`config.mk`:
```
export PLATFORM = sky130hd
export DESIGN_NAME = dsr_rx_ctl
export DESIGN_NICKNAME = d
export VERILOG_FILES = /design/src/logic/dsr_pkg.sv /design/src/logic/dsr_rx_ctl.sv /design/src/logic/dsr_pix_expand.sv
export SDC_FILE = /design/constraint.sdc
export NUM_CORES = 1
export LEC_CHECK = 0
export ABC_AREA = 1
export BUFFER_PORTS_ARGS = -buffer_cell sky130_fd_sc_hd__buf_2
export CORE_MARGIN = 1.5
export CORE_UTILIZATION = 42
export DETAILED_ROUTE_END_ITERATION = 7
export PLACE_DENSITY_LB_ADDON = 0.05
export SETUP_SLACK_MARGIN = 0.2
export SYNTH_ARGS = -nofsm -noshare
export SYNTH_HDL_FRONTEND = slang
export SYNTH_SLANG_ARGS = --single-unit
export TNS_END_PERCENT = 100
```
`constraint.sdc`:
```
create_clock -name ref_clk -period 2.3 [get_ports ref_clk]
set_input_delay 0.575 -clock ref_clk [delete_from_list [all_inputs] [get_ports ref_clk]]
set_output_delay 0.575 -clock ref_clk [all_outputs]
set_load 0.005 [all_outputs]
```
`src/logic/dsr_pkg.sv`:
```
// Purpose: shared constants for the receive error/status register bank
// Assumes: 8-bit registers on a plain address/strobe port
// Notes:   offsets are register indices on the 8-bit port
package dsr_pkg;
	localparam int          ADDR_W          = 8;
	localparam int          DATA_W          = 8;
	localparam logic [7:0]  OFS_FMT_CTL     = 8'h21;
	localparam logic [7:0]  OFS_ERR_EN_A    = 8'h22;
	localparam logic [7:0]  OFS_ERR_EN_B    = 8'h23;
	localparam logic [7:0]  OFS_STATUS      = 8'h28;
	localparam logic [7:0]  OFS_ERR_COUNT   = 8'h29;
	localparam logic [7:0]  RST_FMT_CTL     = 8'h00;
	localparam logic [7:0]  RST_ERR_EN_A    = 8'hFF;
	localparam logic [7:0]  RST_ERR_EN_B    = 8'h7F;
	localparam logic [7:0]  MASK_ERR_EN_B   = 8'h7F;
	localparam logic [7:0]  MASK_FMT_CTL    = 8'hFB;
	// input_format_control fields
	localparam int          FMT_NO_GRAY     = 7;
	localparam int          FMT_VS_POL      = 6;
	localparam int          FMT_HS_POL      = 5;
	localparam int          FMT_HOLD_ERR    = 4;
	localparam int          FMT_NULL_CRC    = 3;
	localparam int          FMT_NO_FILTER   = 1;
	localparam int          FMT_EOT_OPT     = 0;
	// receive_status_flags fields
	localparam int          ST_FIFO_OVF     = 6;
	localparam int          ST_FIFO_UNF     = 5;
	localparam int          ST_LINK_BUF     = 4;
	localparam int          ST_CMD_OVF      = 3;
	localparam int          ST_EOT_MISS     = 2;
	localparam int          ST_RD_NO_TA     = 1;
	localparam int          ST_ERR_DET      = 0;
	localparam int          N_SRC_A         = 8;
	localparam int          N_SRC_B         = 7;
endpackage : dsr_pkg

```
`src/logic/dsr_rx_ctl.sv`:
```
// Purpose: receive error enables, format control and clear-on-read status
// Assumes: event inputs are one-cycle pulses from logic on ref_clk
// Notes:   sync inputs are active high; polarity applied on output
`timescale 1ns/1ps
module dsr_rx_ctl (
	// clock and reset
	input  wire logic                   ref_clk,
	input  wire logic                   sys_rst,
	// register port
	input  wire logic [dsr_pkg::ADDR_W-1:0] reg_addr,
	input  wire logic [dsr_pkg::DATA_W-1:0] reg_wdata,
	input  wire logic                   reg_wr,
	input  wire logic                   reg_rd,
	output logic      [dsr_pkg::DATA_W-1:0] reg_rdata,
	// error source pulses, bit order as the enable registers
	input  wire logic [dsr_pkg::N_SRC_A-1:0] err_src_a,
	input  wire logic [dsr_pkg::N_SRC_B-1:0] err_src_b,
	input  wire logic                   null_blank_crc_err,
	input  wire logic                   wc_filter_err,
	// link events
	input  wire logic                   hs_end,
	input  wire logic                   hs_end_had_eot,
	input  wire logic                   xfifo_overflow,
	input  wire logic                   xfifo_rd,
	input  wire logic                   xfifo_empty,
	input  wire logic                   link_buf_overflow,
	// timing
	input  wire logic                   vsync_in,
	input  wire logic                   hsync_in,
	output logic                        vsync_out,
	output logic                        hsync_out,
	// pixels
	input  wire logic [23:0]            pix_in,
	input  wire logic                   pix_in_vld,
	input  wire logic [3:0]             pix_sub_bits,
	output logic      [23:0]            pix_out,
	output logic                        pix_out_vld,
	// status
	output logic                        any_error_out,
	output logic                        wc_filter_en
);
	typedef struct packed {
		logic [7:0] fmt;
		logic [7:0] en_a;
		logic [7:0] en_b;
		logic [7:0] status;
		logic [7:0] err_cnt;
		logic [7:0] rdata;
		logic       vs;
		logic       hs;
		logic       err_out;
		logic       filt_en;
	} dsr_ctl_s;

	dsr_ctl_s st_q;
	dsr_ctl_s st_d;

	logic       rd_status;
	logic       rd_count;
	logic       eot_miss;
	logic       crc_ev;
	logic       any_ev;
	logic [7:0] rd_mux;

	always_comb begin
		rd_status = reg_rd && (reg_addr == dsr_pkg::OFS_STATUS);
		rd_count  = reg_rd && (reg_addr == dsr_pkg::OFS_ERR_COUNT);
		// missing EOT only counts while EOT packets are mandatory
		eot_miss  = hs_end && !hs_end_had_eot && !st_q.fmt[dsr_pkg::FMT_EOT_OPT];
		// null/blank checksum errors join the checksum source while reporting is on
		crc_ev    = null_blank_crc_err && st_q.fmt[dsr_pkg::FMT_NULL_CRC];
		// invalid-vc source passes only through its enable; packets are never dropped here
		any_ev    = |(err_src_a & st_q.en_a)
			| |({err_src_b[6:2], err_src_b[1] | crc_ev, err_src_b[0]} & st_q.en_b[6:0])
			| (eot_miss && st_q.en_b[6]);
		unique case (reg_addr)
			dsr_pkg::OFS_FMT_CTL:   rd_mux = st_q.fmt;
			dsr_pkg::OFS_ERR_EN_A:  rd_mux = st_q.en_a;
			dsr_pkg::OFS_ERR_EN_B:  rd_mux = st_q.en_b;
			dsr_pkg::OFS_STATUS:    rd_mux = st_q.status;
			dsr_pkg::OFS_ERR_COUNT: rd_mux = st_q.err_cnt;
			default:                rd_mux = 8'h00;
		endcase
	end

	always_comb begin
		st_d = st_q;
		st_d.rdata = reg_rd ? rd_mux : 8'h00;
		if (reg_wr) begin
			unique case (reg_addr)
				dsr_pkg::OFS_FMT_CTL:   st_d.fmt  = reg_wdata & dsr_pkg::MASK_FMT_CTL;
				dsr_pkg::OFS_ERR_EN_A:  st_d.en_a = reg_wdata;
				dsr_pkg::OFS_ERR_EN_B:  st_d.en_b = reg_wdata & dsr_pkg::MASK_ERR_EN_B;
				dsr_pkg::OFS_ERR_COUNT: st_d.err_cnt = reg_wdata;
				default: ;
			endcase
		end
		// clear on read first, then new events win
		if (rd_status)
			st_d.status = 8'h00;
		if (xfifo_overflow)
			st_d.status[dsr_pkg::ST_FIFO_OVF] = 1'b1;
		if (xfifo_rd && xfifo_empty)
			st_d.status[dsr_pkg::ST_FIFO_UNF] = 1'b1;
		if (link_buf_overflow)
			st_d.status[dsr_pkg::ST_LINK_BUF] = 1'b1;
		if (eot_miss)
			st_d.status[dsr_pkg::ST_EOT_MISS] = 1'b1;
		if (any_ev)
			st_d.status[dsr_pkg::ST_ERR_DET] = 1'b1;
		// no command mode, so these never set
		st_d.status[dsr_pkg::ST_CMD_OVF] = 1'b0;
		st_d.status[dsr_pkg::ST_RD_NO_TA] = 1'b0;
		st_d.status[7] = 1'b0;
		// counter: read clears, a coincident event restarts at one; saturates
		if (rd_count)
			st_d.err_cnt = any_ev ? 8'h01 : 8'h00;
		else if (any_ev && st_q.err_cnt != 8'hFF)
			st_d.err_cnt = st_q.err_cnt + 8'h01;
		// held mode shows the sticky flag, pulse mode shows the event itself
		if (st_q.fmt[dsr_pkg::FMT_HOLD_ERR])
			st_d.err_out = st_d.status[dsr_pkg::ST_ERR_DET];
		else
			st_d.err_out = any_ev;
		st_d.vs      = vsync_in ^ st_q.fmt[dsr_pkg::FMT_VS_POL];
		st_d.hs      = hsync_in ^ st_q.fmt[dsr_pkg::FMT_HS_POL];
		st_d.filt_en = !st_q.fmt[dsr_pkg::FMT_NO_FILTER];
	end

	always_ff @(posedge ref_clk or posedge sys_rst) begin
		if (sys_rst) begin
			st_q         <= '0;
			st_q.fmt     <= dsr_pkg::RST_FMT_CTL;
			st_q.en_a    <= dsr_pkg::RST_ERR_EN_A;
			st_q.en_b    <= dsr_pkg::RST_ERR_EN_B;
			st_q.filt_en <= 1'b1;
		end else begin
			st_q <= st_d;
		end
	end

	// wc_filter_err is consumed by the source logic via wc_filter_en; tied to an unused net here, not reported
	logic unused_filt;
	assign unused_filt = wc_filter_err;

	dsr_pix_expand u_pix (
		.ref_clk     (ref_clk),
		.sys_rst     (sys_rst),
		.gray_dis    (st_q.fmt[dsr_pkg::FMT_NO_GRAY]),
		.sub_bits    (pix_sub_bits),
		.pix_in      (pix_in),
		.pix_in_vld  (pix_in_vld),
		.pix_out     (pix_out),
		.pix_out_vld (pix_out_vld)
	);

	assign reg_rdata     = st_q.rdata;
	assign vsync_out     = st_q.vs;
	assign hsync_out     = st_q.hs;
	assign any_error_out = st_q.err_out;
	assign wc_filter_en  = st_q.filt_en;
endmodule : dsr_rx_ctl

```
`src/logic/dsr_pix_expand.sv`:
```
// Purpose: expand narrow RGB subpixels to 8 bits
// Assumes: input subpixels are left aligned in 8 bits, low bits zero
// Notes:   registered output, one cycle latency
`timescale 1ns/1ps
module dsr_pix_expand (
	// clock and reset
	input  wire logic        ref_clk,
	input  wire logic        sys_rst,
	// control
	input  wire logic        gray_dis,
	input  wire logic [3:0]  sub_bits,
	// pixel
	input  wire logic [23:0] pix_in,
	input  wire logic        pix_in_vld,
	output logic      [23:0] pix_out,
	output logic             pix_out_vld
);
	typedef struct packed {
		logic [23:0] pix;
		logic        vld;
	} dsr_pe_s;

	dsr_pe_s st_q;
	dsr_pe_s st_d;

	// replicate top bits into the unused low bits of one subpixel
	function automatic logic [7:0] dsr_rep(input logic [7:0] v, input logic [3:0] n);
		logic [15:0] two;
		two = {v, v} >> n;
		if (n >= 4'h8 || n == 4'h0)
			dsr_rep = v;
		else
			dsr_rep = v | (two[7:0] & ~(8'hFF << (4'h8 - n)));
	endfunction : dsr_rep

	always_comb begin
		st_d     = st_q;
		st_d.vld = pix_in_vld;
		if (pix_in_vld) begin
			if (gray_dis)
				st_d.pix = pix_in;
			else
				st_d.pix = {dsr_rep(pix_in[23:16], sub_bits), dsr_rep(pix_in[15:8], sub_bits),
					dsr_rep(pix_in[7:0], sub_bits)};
		end
	end

	always_ff @(posedge ref_clk or posedge sys_rst) begin
		if (sys_rst)
			st_q <= '0;
		else
			st_q <= st_d;
	end

	assign pix_out     = st_q.pix;
	assign pix_out_vld = st_q.vld;
endmodule : dsr_pix_expand

```
# --- Word-level counts from Yosys, hierarchy flattened ---
# Cells that the tools add are included.
word_totals:
  reg_bits: 72
  inputBits: 74
  out_inout_bits: 37
  elab_cells: 86
classes:
  add_sub_neg: 2
  magnitude_cmp: 1
  n_eq_ne: 6
  shifts: 4
  muxes: 18
  bitwise: 14
  n_reduce_logical: 25
ops:
  columns: ["op", "count"]
  rows:
  - ["2-to-1 mux 8 bit", 8]
  - ["right shift 16 x 4 -> 8 bit", 3]
  - ["== test 8 x 6 -> 1 bit, second input constant", 5]
  - ["one-hot mux 8 bit (5 select lines)", 1]
  - ["AND 8 bit", 4]
  - ["2-to-1 mux 24 bit", 1]
  - ["bitwise OR 8 bit", 3]
  - ["adder 8 x 1 -> 8 bit, second input constant", 1]
  - ["logical AND 1 bit", 8]
  - ["!= test 8 bit, second input constant", 1]
  - ["NOT 8 bit", 1]
  - ["AND reduction 2 bit", 4]
  - ["nonzero test 2 bit", 4]
  - ["OR reduction 8 bit", 1]
  - ["left shift 8 x 4 -> 8 bit, first input constant", 1]
  - ["AND 7 bit", 1]
  - ["2-to-1 mux 1 bit", 7]
  - ["2-to-1 mux 7 bit", 1]
  - ["OR reduction 7 bit", 1]
  - ["nonzero test 3 bit", 2]
  - ["greater-or-equal comparator 4 bit, second input constant", 1]
  - ["zero test 4 bit", 1]
  - ["subtractor 4 bit, first input constant", 1]
  - ["zero test 1 bit", 3]
  - ["3 further kinds", 6]

# --- Longest topological paths before layout ---
# Gate-level depths: netlist of run 1.
depth:
  ltp_word: 9
  ltp_mapped: 12
  depth_no_buf: 11

# --- By module ---
# From an unflattened synthesis of run 1, not the netlist that was laid out.
hier_totals:
  cells_unflattened: 699
  hier_area_um2: 5107.4
modules_own_cells:
  columns: ["module", "n_inst", "cells_per_inst", "area_each_um2", "seq_area_each_um2"]
  rows:
  - ["dsr_rx_ctl", 1, 312, 2710.1, 1196.1]
  - ["dsr_pix_expand", 1, 387, 2397.3, 625.6]

# --- Least setup slack after synthesis of run 1 ---
# No wires, ideal clock.
synth_timing:
  path_kind: "in2reg"
  from: "input pix_sub_bits[1]"
  to: "register u_pix.st_q, in the netlist u_pix.pix_out[22]"
  setup_ps: 77
  t_arrival_ps: 1944
  required_time_ps: 2223
  path_slack_ps: 279
  cell_stages: 10
  n_path_buf: 1
  cell_sequence: "inv_1 clkbuf_1 ha_1 xnor2_1 inv_1 nand2_1 nand2_1 a21oi_1 o21ai_1 a21oi_1"
synth_via:
  elab_chain_len: 7
  elab_cells_between_ends: 11
  classes_between: "1 x add/sub; 1 x order compare; 2 x shift; 2 x mux; 3 x bitwise; 2 x reduce/logical"
synth_lines:
  columns: ["element", "line_no", "source"]
  rows:
  - ["start, declared", "dsr_rx_ctl.sv:35", "input wire logic [3:0] pix_sub_bits,"]
  - ["subtractor 4 bit", "dsr_pix_expand.sv:33", "dsr_rep = v | (two[7:0] & ~(8'hFF << (4'h8 - n)));"]
  - ["left shift 8 x 4 -> 8 bit", "dsr_pix_expand.sv:33", null]
  - ["NOT 8 bit", "dsr_pix_expand.sv:33", null]
  - ["AND 8 bit", "dsr_pix_expand.sv:33", null]
  - ["bitwise OR 8 bit", "dsr_pix_expand.sv:33", null]
  - ["2-to-1 mux 8 bit (*)", "dsr_pix_expand.sv:30", "if (n >= 4'h8 || n == 4'h0)"]
  - ["2-to-1 mux 24 bit (*)", "dsr_pix_expand.sv:40", "if (gray_dis)"]
  - ["end signal, assigned", "dsr_pix_expand.sv:52", "st_q <= st_d;"]
  - ["end, declared", "dsr_pix_expand.sv:23", "dsr_pe_s st_q;"]
# Mark *: on every way between the ends. The rest lies on a longest branch, timed or not.
# A chain may end at the register's enable or synchronous reset.

# --- Worst setup path in the final report of run 1 ---
layout_timing:
  from: "input pix_sub_bits[0]"
  to: "register u_pix.st_q, in the netlist u_pix.pix_out[14]"
# Same word-level chain as after synthesis.

==> key figures, run 1 <==
Timing
  – Setup TNS after final layout: 0 ns
  – Final Setup Violations: 0
  – Final Hold Fails: 0
  – Worst Skew: 0.006859 ns
  – Setup ws final: 0.5561 ns
  – Slew HR: 64.32%
  – FMAX: 573.4 MHz
  – Tmin final: 1.744 ns
  – Slew at the pin closest to its max-slew limit: 0.5297 ns
  – Slew Limit Fails: 0
  – Unrepaired setup endpoints after global routing: false
  – Period utilization: 75.82%

Floorplanning
  – IO Pins: 111
  – Die ar.: 11740 µm²
  – Die H: 108.4 µm
  – Rows: 38
  – Core area: 10840 µm²
  – DIE WIDTH: 108.4 µm
  – Initial core utilization: 43.01%

Power
  – Comb power frac: 25.8%
  – P_leak: 0.002752 µW
  – Worst vdd ir: 0.3338 mV
  – Clock share of power: 29.8%
  – Flop pwr share: 44.4%
  – Cell Int Power: 2293 µW
  – Sw Share: 34.05%
  – Net load switching power: 1184 µW
  – Pwr dens: 634.8 nW/µm²

Synth
  – Synth top area cells: dfrtp_1 (30%), nand2_1 (18%), dfstp_2 (9.0%)
  – Synth top area share: 30.06%
  – Post-Synthesis Cells: 666
  – Post-Syn Area per Cell: 7.000 µm²
  – Sequential area share after synthesis: 39.08%
  – Synth cell count leaders: nand2_1 (225), nor2_1 (65), o21ai_0 (61)
  – YS warnings: 0
  – Syn Nets: 744
  – Netlist cell types: 42
  – Asr flop ratio synth: 100.0%
  – Top_reg_cell synth: dfrtp_1
  – Synth Cell Area: 4662 µm²
  – Yosys reg bits: 72
  – Post-synth EDFFs: 0
  – Most frequent cell after synthesis: nand2_1
  – Post-synth top area cell: dfrtp_1

Run
  – MaxCap Viol Count: 0

Layout
  – Layout cell share with drive strength beyond 1: 24.03%
  – FILL cells: 1164
  – Layout area overhead: 17.47%
  – # diodes: 0
  – Final #Nets: 847

Detailed routing
  – Routed vias/inst: 5.111
  – Post-route ant nets: 0
  – DRT iter0 DRCs: 189
  – Vias: 4671
  – Routed length per instance: 14.75 µm
  – Routed WL: 13490 µm
  – First-pass DRT Iterations: 7
  – DRC: 0

Worst hold path
  – Min-Delay Path Class: input port to asynchronous set/reset pin

GRT
  – Total GRT Usage: 24.59%
  – Remaining Overflow, GRT: 0
  – Initial antenna violation count: 0
  – First-pass GRT wire length: 21760 µm
  – Largest net degree at the start of global routing: 51
  – Number of global-route vias before repair: 4560

Worst setup path
  – Crit-path max FO: 8
  – Critical R2R Launch: st_q[12]
  – Critical Path RT: 2.59 ns
  – CP endpoint kind: flip-flop
  – Setup Crit Path Kind: input port to flip-flop
  – R2R cell count: 11
  – Reg-to-reg slack, setup: 0.60 ns
  – Critical path arrival: 2.04 ns
  – RR Endpoint: st_q[12]
  – Startpoint types: input port

Clock network
  – CTS H-tree depth: 3
  – Cts repair resizes: 0
  – TritonCTS Buffers: 9
  – CTS tree: yes
  – Clock slew at reported path FFs: 0.07 ns
  – CTS sink cnt: 72
  – CTS Buffer Depth: 2
  – Post-CTS setup buffer count: 0
  – Worst skew pair latency: 0.37 ns
  – CTS root buffer: clkbuf_8
  – CTS Hold Bufs: 0

Placement
  – Place WS: 0.2330 ns
  – DP Wirelength: 10230 µm
  – Port Buffer Count: 109
  – Routability cong.: 0.8807

Run status
  – Status: completed
==> kinds of logic after synthesis <==
family,Yosys count,synth area share (%)
fa+ha+maj,4,1.074
flops,72,39.08
buf+inv,93,9.581
compound gates,129,15.59
simple gates,357,32.53
xor+xnor,8,1.503
mux,3,0.6441
==> registers in the layout (all words and copies together) (netlist names) <==
| register | cells |
|---|---|
| hsync_out | 1 |
| any_error_out | 1 |
| st_q | 35 |
| u_pix.pix_out_vld | 1 |
| vsync_out | 1 |
| reg_rdata | 8 |
| u_pix.pix_out | 24 |
| wc_filter_en | 1 |
==> layout make-up <==
| type | count | area (µm²) | share of cell area (%) |
|---|---|---|---|
| flip-flops and latches | 72 | 1822 | 33.26 |
| repair buffers | 121 | 648.1 | 11.83 |
| clock inverters | 2 | 38.79 | 0.7082 |
| multi-input cells | 501 | 2394 | 43.71 |
| clock buffers | 14 | 152.6 | 2.787 |
| well taps | 140 | 175.2 | 3.199 |
| inverters | 64 | 246.5 | 4.501 |
==> per-stage QoR <==
stage               power (µW)  utilization, %  instance area (µm²)  instances  hold slack [ns]
global placement          2450           48.75                 5285        898           0.4128
detailed placement        2463           48.75                 5285        898           0.4100
floorplan                 2161               -                 4666        666           0.3822
global route              3717           50.52                 5477        914           0.2714
finish                    3476           50.52                 5477        914           0.2613
CTS                       3520           50.52                 5477        914           0.2691
==> critical path, stage by stage <==
cell and delay, ns:
buf_2 0.12, inv_4 0.06, ha_1 0.22, xnor2_1 0.14
inv_1 0.11, nand2_1 0.08, nand2_1 0.09, a21oi_1 0.37
nand2_1 0.13, a21oi_1 0.14
==> routing by layer <==
layer	track usage (%)	part of all wire (%)
met2	41.50	48
met4	12.59	4.5
met5	0	0
met1	29.12	42
met3	5.847	5.9
==> cells in the final DEF, fill, tap and decap left out, types with 3 or more instances in the layout <==
master      n
a21oi_1    32
buf_2     109
buf_4      11
clkbuf_1    4
clkbuf_8   10
dfrtp_1    56
dfstp_2    16
ha_1        4
inv_1      53
inv_2       9
mux2i_1     3
nand2_1   225
nand2_2     5
nand2_4     4
nand3_1    40
nor2_1     65
nor3_1      3
o211ai_1    7
o21ai_0    61
o21ai_1    10
o21ai_2     6
o21bai_1    3
o22ai_1     3
or2_1       3
or2_2       4
xor2_1      6
==> worst max path at each step <==
stage                               start           endpoint  slack (ns)  cells after the start
after floorplan           pix_sub_bits[1]  u_pix.pix_out[22]        0.28                     10
after global placement    pix_sub_bits[0]  u_pix.pix_out[22]        0.25                     10
after detailed placement  pix_sub_bits[0]  u_pix.pix_out[22]        0.23                     10
after CTS                        st_q[12]           st_q[12]        0.58                     11
after global routing             st_q[12]           st_q[12]        0.45                     11
final                     pix_sub_bits[0]  u_pix.pix_out[14]        0.56                     10
==> power groups by stage <==
stage               Clock, µW  Sequential [µW]  Combinational (µW)
floorplan                   0             1550                 613
global placement            0             1570                 883
detailed placement          0             1570                 898
CTS                      1070             1540                 902
global route             1130             1570                1030
finish                   1040             1540                 896
(Power assumes the default switching activity.)
==> run 2: changes to the inputs <==
==> constraint.sdc (replaced) <==
create_clock -name ref_clk -period 1.5 [get_ports ref_clk]
set_input_delay 0.375 -clock ref_clk [delete_from_list [all_inputs] [get_ports ref_clk]]
set_output_delay 0.375 -clock ref_clk [all_outputs]
set_load 0.005 [all_outputs]
==> key figures, run 2 (synthesized netlist as in run 1, its figures left out) <==
Detailed routing
  – DRC: 0 (unchanged)
  – Routed WL: 14800 µm (+9.7%)
  – Vias: 5025 (+7.6%)
  – DRT iter0 DRCs: 249 (+32%)
  – Post-route ant nets: 0 (unchanged)
  – First-pass DRT Iterations: 5 (-2)
  – Routed vias/inst: 5.020 (-1.8%)
  – Routed length per instance: 14.78 µm (+0.18%)

Floorplanning
  – DIE WIDTH: 108.4 µm (unchanged)
  – Rows: 38 (unchanged)
  – Die ar.: 11740 µm² (unchanged)
  – Initial core utilization: 43.01% (unchanged)
  – Die H: 108.4 µm (unchanged)
  – IO Pins: 111 (unchanged)
  – Core area: 10840 µm² (unchanged)

Worst hold path
  – Hold Path Depth: 2
  – Hold path endpoint: hsync_out
  – Hold wc startpoint: hsync_in
  – Min-Delay Path Class: input port to flip-flop

Clock network
  – CTS sink cnt: 72 (unchanged)
  – Clock slew at reported path FFs: 0.08 ns (about the same)
  – CTS H-tree depth: 3 (unchanged)
  – CTS tree: yes
  – CTS root buffer: clkbuf_8
  – Worst skew pair latency: 0.37 ns (about the same)
  – CTS Buffer Depth: 2 (unchanged)
  – TritonCTS Buffers: 9 (unchanged)

Timing
  – FMAX: 647.9 MHz
  – Tmin final: 1.543 ns
  – Final Setup Violations: 8 (+8)
  – Period utilization: 102.9%
  – Setup ws final: -0.04342 ns (-0.5995 ns)
  – Slew at the pin closest to its max-slew limit: 0.4268 ns (-0.1028 ns)
  – Slew HR: 71.54% (+7.2 points)
  – Unrepaired setup endpoints after global routing: true
  – Slew Limit Fails: 0 (unchanged)
  – Setup TNS after final layout: -0.2254 ns (-0.2254 ns)
  – Final Hold Fails: 0 (unchanged)
  – Worst Skew: 0.007110 ns (+0.0002510 ns)

Worst setup path
  – CP endpoint kind: flip-flop
  – Critical R2R Launch: st_q[13]
  – RR Endpoint: st_q[12]
  – Most frequent CP cell: nand2_8
  – CP delay by family, top: simple AND/OR/NAND/NOR gates
  – Critical path arrival: 1.85 ns (-0.19 ns)
  – Critical Path RT: 1.80 ns (-0.79 ns)
  – Reg-to-reg slack, setup: -0.04 ns (-0.64 ns)
  – R2R cell count: 11 (unchanged)
  – Crit-path max FO: 7 (-1)
  – Delay of the slowest cell on the worst path: 0.36 ns (about the same)
  – Setup Crit Path Kind: flip-flop to flip-flop
  – Startpoint types: flip-flop
  – CP cell instances: ha_2 > nand2_2 > inv_2 > nand4_4 > nor2_4 > nand2_4 > nand2_8 > nand2_8 > nand2_1 > inv_1 > a21oi_2
  – Crit path buffers/inverters: 2 (-1)
  – Slowest-stage cell, CP: dfrtp_1

Power
  – Net load switching power: 2026 µW (+71%)
  – Worst vdd ir: 0.5230 mV (+57%)
  – Cell Int Power: 3965 µW (+73%)
  – P_leak: 0.003283 µW (+19%)
  – Clock share of power: 28.3% (-1.5 points)
  – Flop pwr share: 39.0% (-5.4 points)
  – Pwr dens: 920.9 nW/µm² (+45%)
  – Sw Share: 33.82% (-0.23 points)
  – Comb power frac: 32.7% (+6.9 points)

Layout
  – Commonest cells after routing, fill and taps aside: nand2_1 (213), buf_2 (108), buf_4 (85)
  – FILL cells: 1045 (-10%)
  – # diodes: 0 (unchanged)
  – Largest register by flop count: st_q
  – Layout cell share with drive strength beyond 1: 36.93% (+13 points)
  – Layout area overhead: 39.56%
  – Final #Nets: 934 (+10%)
  – Post-Layout Inst Area: 6506 µm² (+19%)
  – Commonest non-fill, non-tap cell in the layout: nand2_1
  – Largest register FFs: 35 (unchanged)

GRT
  – First-pass GRT wire length: 23200 µm (+6.6%)
  – Largest net degree at the start of global routing: 26 (-49%)
  – Total GRT Usage: 26.11% (+1.5 points)
  – Initial antenna violation count: 0 (unchanged)
  – Number of global-route vias before repair: 4846 (+6.3%)
  – Remaining Overflow, GRT: 0 (unchanged)

Run status
  – Status: finished, violations left
  – Failing checks: negative setup slack

Placement
  – Placed Area: 5949 µm² (+13%)
  – DP Wirelength: 11110 µm (+8.6%)
  – Port Buffer Count: 109 (unchanged)
  – Place WS: -0.2785 ns (-0.5115 ns)
  – Routability cong.: 0.8974 (+1.9%)

Run
  – MaxCap Viol Count: 0 (unchanged)
==> run 2: cell count changes in the layout (fill, tap and decap cells not counted), moves of 5 or more <==
cell | before | now
a21oi_1 | 32 | 21
buf_4 | 11 | 85
buf_12 | 1 | 8
buf_6 | 0 | 5
nand2_2 | 5 | 13
o21ai_1 | 10 | 27
o21ai_0 | 61 | 39
a21oi_2 | 0 | 10
nand2_1 | 225 | 213
==> run 2: per-stage QoR <==
stage	std cells	hold slack [ns]	power, µW	utilization [%]
floorplan	666	0.3822	3345	-
finish	1001	0.1690	5991	60.02
detailed placement	972	0.3809	4105	54.88
CTS	995	0.1548	5927	57.91
global route	1001	0.1655	6336	60.02
global placement	972	0.3773	4071	54.88
==> run 2: worst register-to-register path, stage by stage, from the launching register on <==
cell and delay (ns):
dfrtp_1 0.36, ha_2 0.19, nand2_2 0.05, inv_2 0.08, nand4_4 0.09, nor2_4 0.16
nand2_4 0.10, nand2_8 0.12, nand2_8 0.08, nand2_1 0.09, inv_1 0.05, a21oi_2 0.11
==> run 2: timing repair <==
action	CTS	global route
endpoints found under the setup margin	29	69
hold buffers	1	0
buffers inserted	5	4
pin swaps	14	18
gates cloned	1	2
gates resized for setup	14	59
hold endpoints to repair	9	0
==> run 2: worst max path at each step <==
stage | startpoint | depth (start not counted) | endpoint | slack [ns]
CTS | st_q[12] | 11 | st_q[12] | -0.03
global placement | pix_sub_bits[1] | 9 | u_pix.pix_out[18] | -0.23
detailed placement | pix_sub_bits[1] | 10 | u_pix.pix_out[21] | -0.28
floorplan | pix_sub_bits[0] | 12 | u_pix.pix_out[12] | -0.14
global route | st_q[12] | 11 | st_q[12] | -0.15
finish | st_q[13] | 11 | st_q[12] | -0.04
==> run 2: layer usage <==
layer | GRT usage [%] | share of wire [%] | vias up
met5 | 0 | 0 | -
li1 | - | - | 2511
met3 | 4.702 | 5.0 | 29
met2 | 47.06 | 53 | 152
met4 | 11.47 | 2.8 | 0
met1 | 30.13 | 40 | 2333
==> run 2: power by group through the flow <==
| stage | sequential (µW) | combinational (µW) | clock (µW) |
|---|---|---|---|
| after floorplan | 2370 | 972 | 0 |
| after global placement | 2360 | 1710 | 0 |
| after global routing | 2360 | 2160 | 1820 |
| after CTS | 2330 | 1850 | 1740 |
| after detailed placement | 2370 | 1740 | 0 |
| final | 2340 | 1960 | 1700 |
==> run 2: final cells by class <==
type                       count  area [µm²]  share of cell area, %
clock buffer                  13       168.9                  2.596
clock inverter                 3       40.04                 0.6154
inverter                      64       259.0                  3.981
multi-input combinational    502        2636                  40.52
sequential                    72        1822                  28.00
tap                          140       175.2                  2.692
timing repair buffer         207        1405                  21.60
